==> src/verilog/clkout_params.svh <==
// Constants for the peripheral clock output block.
// Assumes inclusion by bare name from the two modules.
`ifndef CLKOUT_PARAMS_SVH
`define CLKOUT_PARAMS_SVH
// Register map (one word per register)
`define CTRL_OFFSET      4'h0
`define PIN_OFFSET       4'h4
// Control register field positions
`define MODE_HI          7
`define MODE_LO          5
`define ENABLE_BIT       4
`define SELECT_HI        3
`define SELECT_LO        2
`define SERIAL_EN_BIT    1
// Control register reset value
`define CTRL_RESET       8'he0
// Half periods of the divided clocks, in system clock cycles
`define HALF_DIV4        3'h2
`define HALF_DIV8        3'h4
`endif

==> src/verilog/clkout_pkg.sv <==
// Types shared by the peripheral clock output block.
// Assumes the params header sits in the include path.
package clkout_pkg;
  typedef enum logic [1:0] {
    src_div4a,
    src_div4b,
    src_div8,
    src_timer
  } clk_source_t;
endpackage

==> src/verilog/clkout_top.sv <==
// Peripheral clock output with its control register on Avalon-MM.
// Assumes i_sleep and i_match come from logic on i_clock; the pin
// input crosses two flip-flops.
`timescale 1ns/1ns
`include "clkout_params.svh"

// Summary of operation
// - The enable bit chooses clock output or plain I/O for the pin.
// - Writing enable 1 starts the clock on the pin and 0 stops it.
// - Select 0/1 gives clock/4, 2 gives clock/8, 3 half timer rate.
// - Sleep turns the clock output off whatever the enable says.
// - The output clock is made from and in step with the system clock.
// - Control bit 0 is not stored and reads as zero.
// - Serial mode bits 7..5 and enable bit 1 are stored separately.
module clkout_top
  import clkout_pkg::*;
(
  // Clock and reset
  input  wire logic        i_clock,
  input  wire logic        i_rst_n,
  // Avalon-MM slave
  input  wire logic [3:0]  i_address,
  input  wire logic        i_read,
  input  wire logic        i_write,
  input  wire logic [31:0] i_writedata,
  input  wire logic [3:0]  i_byteenable,
  output logic [31:0]      o_readdata,
  output logic             o_waitrequest,
  // System events
  input  wire logic        i_sleep,
  input  wire logic        i_match,
  // Shared pin
  input  wire logic        i_pin,
  output logic             o_pin,
  output logic             o_pin_oe_n,
  // Serial unit settings
  output logic [2:0]       o_serial_mode,
  output logic             o_serial_enable
);
  // ************************************************************
  // State
  // ************************************************************
  logic [2:0]  serial_unit_mode;
  logic        serial_unit_enable;
  logic        clkout_enable;
  clk_source_t source_select;
  logic        io_out;
  logic        io_oe;
  logic        pin_meta;
  logic        pin_sync;
  logic        ack;
  logic [2:0]  next_mode;
  logic        next_serial_en;
  logic        next_enable;
  clk_source_t next_select;
  logic        next_io_out;
  logic        next_io_oe;
  logic        next_ack;
  logic [31:0] next_readdata;
  logic        next_pin;
  logic        next_oe_n;
  logic        wave;
  logic        run;
  logic [7:0]  ctrl_view;

  // ************************************************************
  // Divider
  // ************************************************************
  // sleep stops clock
  assign run = clkout_enable & ~i_sleep;

  clkout_divider u_div (
    .i_clock  (i_clock),
    .i_rst_n  (i_rst_n),
    .i_run    (run),
    .i_source (source_select),
    .i_match  (i_match),
    .o_wave   (wave)
  );

  // ************************************************************
  // Register file
  // ************************************************************
  // bit 0 reads zero
  assign ctrl_view = {serial_unit_mode, clkout_enable,
                      source_select, serial_unit_enable, 1'b0};

  // Bus decode; one wait cycle keeps read data registered
  always_comb begin
    next_mode      = serial_unit_mode;
    next_serial_en = serial_unit_enable;
    next_enable    = clkout_enable;
    next_select    = source_select;
    next_io_out    = io_out;
    next_io_oe     = io_oe;
    next_readdata  = o_readdata;
    next_ack       = 1'b0;
    if ((i_read || i_write) && !ack) begin
      next_ack = 1'b1;
      if (i_read) begin
        // Unmapped addresses read zero
        unique case (i_address)
          `CTRL_OFFSET: next_readdata = {24'h0, ctrl_view};
          `PIN_OFFSET:  next_readdata = {29'h0, pin_sync, io_oe, io_out};
          default:      next_readdata = 32'h0;
        endcase
      end
    end
    // Write lands only at the edge where waitrequest is seen low
    if (i_write && ack) begin
      if (i_byteenable[0]) begin
        if (i_address == `CTRL_OFFSET) begin
          next_mode      = i_writedata[`MODE_HI:`MODE_LO];
          next_serial_en = i_writedata[`SERIAL_EN_BIT];
          next_enable    = i_writedata[`ENABLE_BIT];
          next_select    = clk_source_t'(
                             i_writedata[`SELECT_HI:`SELECT_LO]);
        end else if (i_address == `PIN_OFFSET) begin
          next_io_out = i_writedata[0];
          next_io_oe  = i_writedata[1];
        end
      end
    end
  end

  always_comb begin
    if (clkout_enable) begin
      next_pin  = wave;
      next_oe_n = 1'b0;
    end else begin
      next_pin  = io_out;
      next_oe_n = ~io_oe;
    end
  end

  // Registers
  always_ff @(posedge i_clock or negedge i_rst_n) begin
    if (!i_rst_n) begin
      serial_unit_mode   <= 3'h7;
      serial_unit_enable <= 1'b0;
      clkout_enable      <= 1'b0;
      source_select      <= src_div4a;
      io_out             <= 1'b0;
      io_oe              <= 1'b0;
      ack                <= 1'b0;
      o_readdata         <= 32'h0;
      o_waitrequest      <= 1'b1;
      o_pin              <= 1'b0;
      o_pin_oe_n         <= 1'b1;
      o_serial_mode      <= 3'h7;
      o_serial_enable    <= 1'b0;
      pin_meta           <= 1'b0;
      pin_sync           <= 1'b0;
    end else begin
      serial_unit_mode   <= next_mode;
      serial_unit_enable <= next_serial_en;
      clkout_enable      <= next_enable;
      source_select      <= next_select;
      io_out             <= next_io_out;
      io_oe              <= next_io_oe;
      ack                <= next_ack;
      o_readdata         <= next_readdata;
      o_waitrequest      <= ~next_ack;
      o_pin              <= next_pin;
      o_pin_oe_n         <= next_oe_n;
      o_serial_mode      <= next_mode;
      o_serial_enable    <= next_serial_en;
      pin_meta           <= i_pin;
      pin_sync           <= pin_meta;
    end
  end
endmodule

==> src/verilog/clkout_divider.sv <==
// Clock divider and timer toggle for the clock output pin.
// Assumes the timer match pulse is already in the i_clock domain.
`timescale 1ns/1ns
`include "clkout_params.svh"
module clkout_divider
  import clkout_pkg::*;
(
  // Clock and reset
  input  wire logic        i_clock,
  input  wire logic        i_rst_n,
  // Control
  input  wire logic        i_run,
  input  wire clk_source_t i_source,
  input  wire logic        i_match,
  // Clock out
  output logic             o_wave
);
  logic [2:0] count;
  logic [2:0] next_count;
  logic       next_wave;
  logic [2:0] half;

  // Next count and wave
  always_comb begin
    half       = (i_source == src_div8) ? `HALF_DIV8 : `HALF_DIV4;
    next_count = count;
    next_wave  = o_wave;
    if (!i_run) begin
      // Park low so the pin never shows a runt when restarted
      next_count = 3'h0;
      next_wave  = 1'b0;
    end else if (i_source == src_timer) begin
      next_count = 3'h0;
      if (i_match) begin
        next_wave = ~o_wave;
      end
    end else if (count + 3'h1 >= half) begin
      next_count = 3'h0;
      next_wave  = ~o_wave;
    end else begin
      next_count = count + 3'h1;
    end
  end

  // Registers
  always_ff @(posedge i_clock or negedge i_rst_n) begin
    if (!i_rst_n) begin
      count  <= 3'h0;
      o_wave <= 1'b0;
    end else begin
      count  <= next_count;
      o_wave <= next_wave;
    end
  end
endmodule

==> config.mk <==
export PLATFORM = sky130hd
export DESIGN_NAME = clkout_top
export DESIGN_NICKNAME = d
export VERILOG_FILES = /design/src/verilog/clkout_pkg.sv /design/src/verilog/clkout_top.sv /design/src/verilog/clkout_divider.sv
export VERILOG_INCLUDE_DIRS = /design/src /design/src/verilog
export SDC_FILE = /design/constraint.sdc
export NUM_CORES = 1
export LEC_CHECK = 0
export ABC_AREA = 1
export BUFFER_PORTS_ARGS = -buffer_cell sky130_fd_sc_hd__buf_4
export CAP_MARGIN = 20
export CELL_PAD_IN_SITES_DETAIL_PLACEMENT = 0
export CELL_PAD_IN_SITES_GLOBAL_PLACEMENT = 1
export CORE_ASPECT_RATIO = 0.5
export CORE_UTILIZATION = 31
export DETAILED_ROUTE_END_ITERATION = 6
export PLACE_DENSITY = 0.81
export RECOVER_POWER = 50
export SLEW_MARGIN = 20
export SYNTH_ARGS = -nofsm -noshare
export SYNTH_HDL_FRONTEND = slang
export SYNTH_SLANG_ARGS = --single-unit
==> constraint.sdc <==
create_clock -name i_clock -period 4 [get_ports i_clock]
set_input_delay 0.8 -clock i_clock [delete_from_list [all_inputs] [get_ports i_clock]]
set_output_delay 0.8 -clock i_clock [all_outputs]
set_load 0.01 [all_outputs]
* Word-level counts from Yosys, hierarchy flattened
Index checks and enable logic that the tools add are counted.
Word-level totals: flip-flop bits (word level) 51, input port bits 47, output and inout bits 39, word-level logic and storage cells 49
Operators by class: add/subtract/negate cells 1, magnitude comparators 1, eq/ne operators 5, mux-type cells 12, bitwise gates (word level) 6, reduce and logical (&&, ||, !) cells 9
Operators by type and width (count):
- 8-bit one-hot mux with 2 select lines | 1
- 3-bit 2-to-1 mux | 4
- 1-bit 2-to-1 mux | 7
- 3-bit != test (second input constant) | 2
- 1-bit NOT | 5
- 2-bit == test (second input constant) | 2
- 4-bit by 3-bit == test with 1-bit output (second input constant) | 1
- 4-bit logical NOT | 1
- 2-bit AND reduction | 2
- 4-bit AND reduction | 1
- 3-bit by 1-bit adder with 3-bit output (second input constant) | 1
- 3-bit >= comparator | 1
- 3-bit AND reduction | 1
- 1-bit logical AND | 2
- 1-bit AND | 1
- 1-bit logical NOT | 1
- 1-bit logical OR | 1

* Depth between registers and ports, before layout
Gate-level depths: netlist (run 1).
word-level depth 6, gate-level depth with buffers 11, depth with buffers taken out 11

* By module
From an unflattened synthesis (run 1), not the netlist that was laid out.
Second synthesis, totals: cells, all modules 161, area total of the unflattened synthesis 1418.9 um^2
By module, submodules not included:
- clkout_top | times used 1, cells each 134, area each 1209.9 um^2, seq. area each 581.8 um^2
- clkout_divider | times used 1, cells each 27, area each 209.0 um^2, seq. area each 100.1 um^2

* Worst setup path before layout (run 1)
Ideal clock, no wire load.
kind reg2reg, start point register u_div.count[0], end point register u_div.o_wave, setup time 0.116 ns, data arrival time 1.374 ns, required time 3.884 ns, setup slack 2.510 ns, cell stages (with the launch flop) 10, buffers on the path 0, clock period less this slack 1.490 ns, cell sequence dfrtp_1 > ha_1 > xnor2_1 > inv_1 > ha_1 > nand2_1 > nand2_1 > nand2_1 > nand2_1 > nand2_1
Between the ends: word-level cells in the longest chain between the ends 4
Ends and longest elaborated chain:
- start: declaration | RTL line clkout_divider.sv:18 | logic [2:0] count;
- start signal: assignment | RTL line clkout_divider.sv:51 | count <= next_count;
- 3-bit by 1-bit adder with 3-bit output | RTL line clkout_divider.sv:37 | end else if (count + 3'h1 >= half) begin
- 3-bit >= comparator | RTL line clkout_divider.sv:37
- 3-bit != test (no line)
- 2-bit AND reduction (no line)
- end signal: assignment | RTL line clkout_divider.sv:52 | o_wave <= next_wave;
- end: declaration | RTL line clkout_divider.sv:16 | output logic o_wave
Every way passes these cells. A chain may end at the register's enable or synchronous reset.

==> summary.txt, run 1 <==
Drt
  • Post-route ant nets: 0
  • Via count: a little under 1000
  • Wirelength per Cell: 9.992 µm
  • Via density: 4.075
  • Drt first pass iters: 4
  • Routed WL: ~2400 µm
  • # DRC: 0
  • Starting DRT DRC Count: 32

Pwr
  • Pwr dens: between 300 and 400 nW/µm²
  • Leak: slightly below 0.9 nW
  • Worst vdd ir: ~130 µV

CTS
  • Clock transition at path regs: 0.09 ns
  • # hold bufs at CTS: 0
  • Setup bufs post-CTS: 0
  • Post-CTS sizing: 0
  • CTS Buf Count: 3
  • H-tree depth: 1
  • CTS tree: yes
  • Clock tree buffer depth: 2
  • Clk Latency, worst-skew pair: 0.27 ns
  • Clk sinks: 27
  • Root Driver: clkbuf_8

Final layout
  • P&R area growth vs syn: 19.01%
  • Post-layout util: 0.3971
  • Layout cells sized above 1: 0.2486
  • Most frequent cells in the layout: nand2_1, buf_4, conb_1, dfrtp_1, inv_1
  • Ant diodes: 0
  • Layout net count: around 240
  • Non-Filler Instances: ~240
  • Commonest non-fill, non-tap cell in the layout: nand2_1

Setup path
  • Critical path depth: 1
  • Max stage delay on crit path: 0.55 ns
  • CP Launch Type: flip-flop
  • Worst Path Buf+Inv: 1
  • CP Capture Type: output port
  • Reg2reg path depth: 10
  • CP max-delay cell: dfstp_2
  • Crit Path Category: flip-flop to output port
  • Critical-path cell list: buf_4
  • Top cell family by delay on the critical path: flip-flops
  • Critical-path maximum fanout: 3
  • Crit path arrival time: 0.94 ns
  • WP data required: 3.20 ns

STA
  • Setup Skew: a little over 0.009 ns
  • Final Max Tran Viols: 0
  • Final Hold Vio Count: 0
  • Least-Margin Pin Slew: between 1 and 1.5 ns
  • RSZ-0062 raised after global routing: no
  • Fmax: 0.5741 GHz
  • Final setup vio count: 0
  • Max-Slew Margin vs Limit: 0.04190
  • Final Critical Period: around 1.7 ns
  • Final Cycle Share: 0.4355
  • Final Worst Setup Slack: about 2.3 ns
  • Fin Setup TNS: 0 ns

Global route
  • Pin count of the biggest net entering global routing: 28
  • Vias in the first global route: between 800 and 900
  • Initial antenna violation count: 0
  • Global route overflow: 0
  • First-pass GRT wire length: roughly 3800 µm
  • GR Util All Layers: 0.1100

Synthesis
  • Top cells by area, synth: dfrtp_1, buf_4, nand2_1
  • Yosys synthesis warning count: 0
  • Syn Inst Count: 150
  • Post-Syn Area per Cell: about 9 µm²
  • Synthesized cell area: 1343 µm²
  • Cell taking the most area after synthesis: dfrtp_1
  • Register area share after synthesis: 0.5079
  • Yosys reg bits: 27
  • Synth top area share: 0.4101
  • Post-synthesis cell type count: 18

Place
  • HPWL Detailed: around 1800 µm
  • GP Congestion: slightly above 0.7
  • Dpl ws: between 2 and 2.5 ns
  • I/O Buffers: 34
  • Placed Cells: approximately 240

Min path
  • Hold depth: 0
  • Worst hold path class: flip-flop to flip-flop

Floorplan
  • Die W: around 95 µm
  • Die area: 4614 µm²
  • Initial Util: 0.3336
  • Core Region: 4024 µm²
  • Die height: 48.54 µm
  • Row cnt: 16
  • I/O Pins: 86

Job
  • Reported max-cap violation count: 0

Outcome
  • Status: finished, final reports clean
==> worst reg2reg max path, delay by kind of cell, from the launching register on <==
kind	cells	cell delay (ns)
simple gates	5	0.40
xor+xnor	1	0.20
flops	1	0.41
buf+inv	2	0.12
fa+ha+maj	2	0.40
==> cells by family (layout without fill, tap and decap cells) <==
group	Yosys count	in the layout	synth area share
AND/OR/NAND/NOR	61	61	0.1985
buffers and inverters	40	52	0.1855
flip-flops	27	27	0.5079
AO/OA/AOI/OAI	17	17	0.07083
adder cells (fa/ha/maj)	3	3	0.02796
other	1	24	0.002793
XOR/XNOR	1	1	0.006525
==> cell usage after synthesis, drive strengths merged <==
cell type   n
nand3       6
o21ai      13
xnor2       1
dfrtp      22
nor2       11
conb        1
buf        26
o31ai       4
dfstp       5
nand2      42
ha          3
inv        14
nand4       2
==> registers in the layout, summed over array words and instances, names as in the netlist, 2 cells and up <==
register          cells
o_readdata            8
serial_unit_mode      3
source_select         2
u_div.count           3
==> where the power goes <==
group	internal, mW	leakage [nW]	switching [mW]
Combinational	0.0581	0.513	0.0801
Sequential	0.315	0.333	0.0230
Clock	0.0698	0.0255	0.0832
==> final timing paths <==
path                                      from          endpoint  slack [ns]
setup / recovery           serial_unit_mode[0]  o_serial_mode[0]        2.26
hold / removal                        pin_meta          pin_sync        0.36
setup reg to reg                u_div.count[0]      u_div.o_wave        2.38
hold reg to reg                       pin_meta          pin_sync        0.36
max in group asynchronous              i_rst_n               ack        2.31
min in group asynchronous              i_rst_n     o_readdata[2]        0.84
==> layer usage <==
metal / up-vias / routed length, µm / global-route usage
li1: 488 / - / -
met1: 449 / 1067 / 0.1361
met2: 35 / 1153 / 0.1821
met3: 2 / 145 / 0.03302
met4: 0 / 21 / 0.03788
met5: - / 0 / 0
==> layout make-up <==
| class | instances | area [µm²] |
|---|---|---|
| well taps | 54 | 67.56 |
| repair buffers | 34 | 251.5 |
| multi-input cells | 106 | 498.0 |
| clock buffers | 3 | 41.29 |
| inverters | 14 | 52.55 |
| clock inverters | 1 | 5.005 |
| flip-flops and latches | 27 | 681.9 |
| fillers | 398 | 2426 |
==> metrics by stage <==
step,power [mW],hold WS (ns),area [µm²]
6_report,0.6295,0.3618,1598
5_1_grt,0.6661,0.3902,1598
2_1_floorplan,0.4348,0.3312,1429
3_5_place_dp,0.4842,0.3362,1555
4_1_cts,0.6392,0.3583,1602
3_3_place_gp,0.4795,0.3361,1555
Note: power is estimated with default switching activity, not from simulation.
==> run 2: changes to the inputs <==
Settings changed: ABC_AREA 1 to 0, CORE_UTILIZATION 31 to 27, PLACE_DENSITY 0.81 to 0.72.
Clock period 4 ns to 1.58 ns, I/O delays scaled along.
==> summary.txt, run 2 <==
Global route
  • Global route overflow: 0 (unchanged)
  • Initial antenna violation count: 0 (unchanged)
  • Vias in the first global route: 804 (was 834)
  • GR Util All Layers: 0.09207 (was 0.1100)
  • Pin count of the biggest net entering global routing: 28 (unchanged)
  • First-pass GRT wire length: 3615 µm (was 3843 µm)

Setup path
  • Flop-to-flop setup slack: -0.24 ns (was 2.38 ns)
  • Reg2reg path depth: 7 (was 10)
  • Worst r2r src: u_div.count[0] (unchanged)
  • CP Capture Type: flip-flop (was output port)
  • CP Launch Type: flip-flop (unchanged)
  • WP data required: 1.79 ns (was 3.20 ns)
  • Critical-path maximum fanout: 2 (was 3)
  • Crit Path Category: flip-flop to flip-flop (was flip-flop to output port)
  • R2R Path End: u_div.o_wave (unchanged)
  • Crit path arrival time: 2.03 ns (was 0.94 ns)

STA
  • Least-Margin Pin Slew: 0.6556 ns (was 1.437 ns)
  • Final Worst Setup Slack: -0.2404 ns (was 2.258 ns)
  • Setup Skew: 0.001079 ns (was 0.009245 ns)
  • RSZ-0062 raised after global routing: yes (was no)
  • Final Max Tran Viols: 0 (unchanged)
  • Max-Slew Margin vs Limit: 0.5629 (was 0.04190)
  • Fmax: ~0.55 GHz
  • Final Hold Vio Count: 0 (unchanged)
  • Final Critical Period: between 1.5 and 2 ns
  • Final Cycle Share: 1.152
  • Final setup vio count: 4 (was 0)

CTS
  • CTS Buf Count: 3 (unchanged)
  • CTS tree: yes (unchanged)
  • Clock transition at path regs: 0.08 ns (was 0.09 ns)
  • Clock tree buffer depth: 2 (unchanged)
  • H-tree depth: 1 (unchanged)
  • Root Driver: clkbuf_8 (unchanged)
  • Clk Latency, worst-skew pair: 0.26 ns (was 0.27 ns)
  • Clk sinks: 27 (unchanged)

Synthesis
  • Top cells by area, synth: dfrtp_1, buf_4, dfstp_2 (was dfrtp_1, buf_4, nand2_1)
  • Post-synthesis cell type count: 27 (was 18)
  • Synth top area share: 0.4186 (was 0.4101)
  • Synthesized cell area: 1315 µm² (was 1343 µm²)
  • Post-Syn Area per Cell: 11.24 µm² (was 8.950 µm²)
  • Number of synthesized flops with an enable pin: 0 (unchanged)
  • Syn Inst Count: 117 (was 150)
  • Cell taking the most area after synthesis: dfrtp_1 (unchanged)
  • Register area share after synthesis: 0.5186 (was 0.5079)
  • Async S/R FF share, synth: 1.000 (unchanged)
  • Yosys reg bits: 27 (unchanged)
  • Top-count cell post-synth: buf_4 (was nand2_1)
  • Yosys synthesis warning count: 0 (unchanged)
  • Prevailing post-synth register cell: dfrtp_1 (unchanged)
  • Top post-synthesis cells by count: buf_4, dfrtp_1, nand2_1 (was nand2_1, buf_4, dfrtp_1)

Drt
  • Via density: 3.821 (was 4.075)
  • Routed WL: 2241 µm (was 2388 µm)
  • Post-route ant nets: 0 (unchanged)
  • Via count: 875 (was 974)
  • Wirelength per Cell: 9.786 µm (was 9.992 µm)
  • Starting DRT DRC Count: 21 (was 32)
  • Drt first pass iters: 2 (was 4)
  • # DRC: 0 (unchanged)

Place
  • HPWL Detailed: 1788 µm (was 1838 µm)
  • Placed Cells: 223 (was 235)
  • GP Congestion: 0.6902 (was 0.7074)
  • I/O Buffers: 34 (unchanged)

Final layout
  • Register area: 681.9 µm² (unchanged)
  • Layout cells sized above 1: 0.4356 (was 0.2486)
  • Multi-input gate area: 536.8 µm² (was 498.0 µm²)
  • Most frequent cells in the layout: buf_4, conb_1, dfrtp_1, nand2_1, mux2_2 (was nand2_1, buf_4, conb_1, dfrtp_1, inv_1)
  • Largest Register: o_readdata (unchanged)
  • Non-Filler Instances: 229 (was 239)
  • Largest registers: o_readdata x8, serial_unit_mode x3, u_div.count x3 (unchanged)
  • Ant diodes: 0 (unchanged)
  • FILL cells: 470 (was 398)
  • Commonest non-fill, non-tap cell in the layout: buf_4 (was nand2_1)
  • Max reg flops: 8 (unchanged)
  • Layout net count: 214 (was 236)
  • P&R area growth vs syn: 28.93% (was 19.01%)

Floorplan
  • Row cnt: 17 (was 16)
  • Die area: 5171 µm² (was 4614 µm²)
  • Initial Util: 0.2903 (was 0.3336)
  • I/O Pins: 86 (unchanged)
  • Die height: 51.35 µm (was 48.54 µm)
  • Core Region: 4531 µm² (was 4024 µm²)
  • Die W: 100.7 µm (was 95.07 µm)

Min path
  • Hold depth: 1 (was 0)
  • Hold Crit Start: i_pin (was pin_meta)
  • Min-Delay Endpoint: pin_meta (was pin_sync)
  • Worst hold path class: input pin to flip-flop (was flip-flop to flip-flop)

Job
  • Reported max-cap violation count: 0 (unchanged)

Pwr
  • Worst vdd ir: 362.0 µV (was 132.8 µV)
  • Leak: 0.8481 nW (was 0.8710 nW)
  • Pwr dens: 861.8 nW/µm² (was 394.0 nW/µm²)
  • Final Total Pwr: 1.461 mW (was 0.6295 mW)

Outcome
  • Status: complete, but fails checks (was finished, final reports clean)
  • Violated checks: negative setup slack
run 2: cell families after synthesis:
kind of cell	after synthesis	share of synthesized area
other cells	1	0.002852
compound gates	15	0.07707
flops	27	0.5186
xor+xnor	1	0.006662
mux	10	0.08563
fa+ha+maj	3	0.02855
simple gates	31	0.1266
buf+inv	29	0.1541
run 2: metrics by stage:
step / TNS [ns] / worst slack [ns] / cell area, µm² / utilization / hold WS, ns
after CTS: -0.9829 / -0.2619 / 1675 / 0.3698 / 0.1446
final: -0.7702 / -0.2404 / 1695 / 0.3742 / 0.1738
after global placement: -0.8319 / -0.2170 / 1620 / 0.3576 / 0.2451
after global routing: -1.085 / -0.2977 / 1695 / 0.3742 / 0.1610
after floorplan: -0.6903 / -0.1860 / 1406 / - / 0.02041
after detailed placement: -0.8588 / -0.2266 / 1620 / 0.3576 / 0.2460
run 2: timing repair:
| action | in CTS | in global routing |
|---|---|---|
| setup endpoints to repair | 4 | 4 |
| pin swaps | 1 | 2 |
| resized for setup | 0 | 3 |
| buffers inserted | 0 | 1 |
| hold buffers | 1 | 0 |
| hold endpoints to repair | 22 | 0 |
run 2: metal layers:
layer / GRT usage / part of all wire / vias up
li1: - / - / 438
met2: 0.1792 / 0.53 / 30
met5: 0 / 0 / -
met3: 0.02599 / 0.050 / 2
met1: 0.09754 / 0.41 / 405
met4: 0.02899 / 0.010 / 0
run 2: where the power goes:
group | switching [mW] | internal, mW
Clock | 0.194 | 0.180
Combinational | 0.139 | 0.153
Sequential | 0.0337 | 0.762
Total | 0.367 | 1.09
run 2: area by class of cell:
type                            instances  area share
Multi-Input combinational cell         84      0.3166
Inverter                                3    0.006642
Tap cell                               66     0.04871
Timing Repair Buffer                   45      0.1993
Clock buffer                            4     0.02657
Sequential cell                        27      0.4022
run 2: critical path: stages, from the launching register on:
cell and delay (ns):
dfrtp_1 0.39, ha_1 0.30, inv_2 0.09, ha_4 0.19, a21bo_2 0.21, a211o_1 0.28
a211oi_2 0.18, a31o_2 0.12
run 2: worst max-delay path by stage:
| stage | from | endpoint | slack [ns] | depth (start not counted) |
|---|---|---|---|---|
| 2_1_floorplan | u_div.count[0] | u_div.o_wave | -0.19 | 7 |
| 3_3_place_gp | u_div.count[0] | u_div.o_wave | -0.22 | 7 |
| 3_5_place_dp | u_div.count[0] | u_div.o_wave | -0.23 | 7 |
| 4_1_cts | u_div.count[0] | u_div.o_wave | -0.26 | 7 |
| 5_1_grt | u_div.count[0] | u_div.o_wave | -0.30 | 7 |
| 6_report | u_div.count[0] | u_div.o_wave | -0.24 | 7 |
==> run 3: changes to the inputs <==
Settings changed: BUFFER_PORTS_ARGS -buffer_cell sky130_fd_sc_hd__buf_4 to not set, CORE_UTILIZATION 27 to 39, DONT_BUFFER_PORTS set to 1, PLACE_DENSITY 0.72 to 0.69.
==> summary.txt, run 3 (synthesis gave the netlist of run 2 again) <==
Setup path
  • Critical-path maximum fanout: 2 (unchanged)
  • WP data required: 1.79 ns (about the same)
  • R2R Path End: u_div.o_wave (unchanged)
  • Flop-to-flop setup slack: -0.24 ns (about the same)
  • Crit path arrival time: 2.03 ns (about the same)
  • CP Capture Type: flip-flop (unchanged)
  • Crit Path Category: flip-flop to flip-flop (unchanged)
  • CP Launch Type: flip-flop (unchanged)
  • Worst r2r src: u_div.count[0] (unchanged)
  • Reg2reg path depth: 7 (unchanged)

Min path
  • Hold depth: 0 (was 1)
  • Worst hold path class: input pin to flip-flop (unchanged)
  • Hold Crit Start: i_pin (unchanged)
  • Min-Delay Endpoint: pin_meta (unchanged)

Final layout
  • Commonest non-fill, non-tap cell in the layout: conb_1 (was buf_4)
  • Layout cells sized above 1: 0.2778 (was 0.4356)
  • Largest registers: o_readdata x8, serial_unit_mode x3, u_div.count x3 (unchanged)
  • Largest Register: o_readdata (unchanged)
  • Most frequent cells in the layout: conb_1, dfrtp_1, nand2_1, mux2_2, o21ai_0 (was buf_4, conb_1, dfrtp_1, nand2_1, mux2_2)
  • Layout net count: 177 (was 214)
  • FILL cells: 306 (was 470)
  • Ant diodes: 0 (unchanged)
  • Max reg flops: 8 (unchanged)
  • P&R area growth vs syn: 6.185% (was 28.93%)

Floorplan
  • Core Region: 3100 µm² (was 4531 µm²)
  • Row cnt: 14 (was 17)
  • Die W: 84.12 µm (was 100.7 µm)
  • I/O Pins: 86 (unchanged)
  • Initial Util: 0.4241 (was 0.2903)
  • Die height: 43.06 µm (was 51.35 µm)
  • Die area: 3622 µm² (was 5171 µm²)

CTS
  • Clock tree buffer depth: 2 (unchanged)
  • Root Driver: clkbuf_8 (unchanged)
  • CTS tree: yes (unchanged)
  • Clk sinks: 27 (unchanged)
  • Clk Latency, worst-skew pair: 0.27 ns (was 0.26 ns)
  • CTS Buf Count: 3 (unchanged)
  • Clock transition at path regs: 0.09 ns (was 0.08 ns)
  • H-tree depth: 1 (unchanged)

Job
  • Reported max-cap violation count: 0 (unchanged)

Drt
  • Routed WL: 1917 µm (was 2241 µm)
  • Starting DRT DRC Count: 31 (was 21)
  • Via count: 746 (was 875)
  • Post-route ant nets: 0 (unchanged)
  • Via density: 4.494 (was 3.821)
  • Wirelength per Cell: 11.55 µm (was 9.786 µm)
  • Drt first pass iters: 5 (was 2)
  • # DRC: 4 (was 0)

STA
  • RSZ-0062 raised after global routing: yes (unchanged)
  • Max-Slew Margin vs Limit: 0.5741 (was 0.5629)
  • Final Max Tran Viols: 0 (unchanged)
  • Setup Skew: 0.005834 ns (was 0.001079 ns)
  • Final Hold Vio Count: 0 (unchanged)
  • Final Worst Setup Slack: -0.2407 ns (was -0.2404 ns)
  • Final Critical Period: 1.821 ns (was 1.820 ns)
  • Final Cycle Share: 1.152 (about the same)
  • Fmax: 0.5492 GHz (was 0.5493 GHz)
  • Final setup vio count: 4 (unchanged)
  • Least-Margin Pin Slew: 0.6389 ns (was 0.6556 ns)

Outcome
  • Status: complete, but fails checks (unchanged)
  • Violated checks: design-rule violations, negative setup slack (was negative setup slack)

Place
  • Dpl ws: -0.2358 ns (was -0.2266 ns)
  • I/O Buffers: 0 (was 34)
  • GP Congestion: 0.6879 (was 0.6902)
  • HPWL Detailed: 1476 µm (was 1788 µm)

Pwr
  • Worst vdd ir: 297.6 µV (was 362.0 µV)
  • Pwr dens: 984.1 nW/µm² (was 861.8 nW/µm²)
  • Leak: 0.6610 nW (was 0.8481 nW)
  • Final Total Pwr: 1.374 mW (was 1.461 mW)

Global route
  • GR Util All Layers: 0.1197 (was 0.09207)
  • First-pass GRT wire length: 3256 µm (was 3615 µm)
  • Global route overflow: 0 (unchanged)
  • Vias in the first global route: 718 (was 804)
  • Initial antenna violation count: 0 (unchanged)
  • Pin count of the biggest net entering global routing: 28 (unchanged)
[run 3: cell count changes in the layout (fill, tap and decap cells not counted)]
cell      previous run  this run
buf_4               42         6
clkbuf_1             1         0
clkbuf_4             1         0
clkinv_2             0         1
ha_1                 2         1
ha_4                 1         2
nor2_1               4         5
nor2_2               1         0
[run 3: repair_timing]
action	in CTS	in global routing
hold endpoints to repair	27	0
buffers inserted	0	1
resized for setup	0	3
setup endpoints to repair	4	4
pin swaps	1	5
hold buffers	2	0
[run 3: power breakdown]
group          total (mW)  internal [mW]  switching [mW]  leakage (nW)
clock network       0.377          0.176           0.201        0.0255
logic               0.178         0.0830          0.0954         0.287
registers           0.819          0.763          0.0555         0.348
total                1.37           1.02           0.352         0.661
[run 3: worst max-delay path by stage]
| stage | from | end | slack [ns] | cells after the start |
|---|---|---|---|---|
| 2_1_floorplan | u_div.count[0] | u_div.o_wave | -0.19 | 7 |
| 3_3_place_gp | u_div.count[0] | u_div.o_wave | -0.22 | 7 |
| 3_5_place_dp | u_div.count[0] | u_div.o_wave | -0.24 | 7 |
| 4_1_cts | u_div.count[0] | u_div.o_wave | -0.27 | 7 |
| 5_1_grt | u_div.count[0] | u_div.o_wave | -0.34 | 7 |
| 6_report | u_div.count[0] | u_div.o_wave | -0.24 | 7 |
[run 3: cell type report]
class                           instances  area, µm²  area share
Clock buffer                            3      41.29     0.02957
Clock inverter                          1      5.005    0.003584
Inverter                                3      11.26    0.008065
Multi-Input combinational cell         84      546.8      0.3916
Sequential cell                        27      681.9      0.4884
Tap cell                               40      50.05     0.03584
Timing Repair Buffer                    8      60.06     0.04301
[run 3: routing by layer]
layer	up-vias	track usage	wire, µm
li1	360	-	-
met1	350	0.1333	792
met2	36	0.2098	940
met3	0	0.06226	184
met4	0	0.02069	0
met5	-	0	0
[run 3: stage by stage]
stage | setup TNS, ns | area, µm² | hold WS [ns] | cells | util
after CTS | -1.031 | 1379 | 0.05283 | 165 | 0.4447
after global routing | -0.9581 | 1396 | 0.04404 | 166 | 0.4504
final | -0.7047 | 1396 | 0.06462 | 166 | 0.4504
after global placement | -0.8388 | 1303 | 0.02089 | 159 | 0.4201
after floorplan | -0.6903 | 1406 | 0.02041 | 140 | -
after detailed placement | -0.9139 | 1303 | 0.02098 | 159 | 0.4201
[run 3: worst max-delay path, stage by stage (launching register included)]
cell and delay (ns):
dfrtp_1 0.41, ha_4 0.27, inv_2 0.04, ha_4 0.20, a21bo_2 0.20, a211o_1 0.31, a211oi_2 0.21, a31o_2 0.12
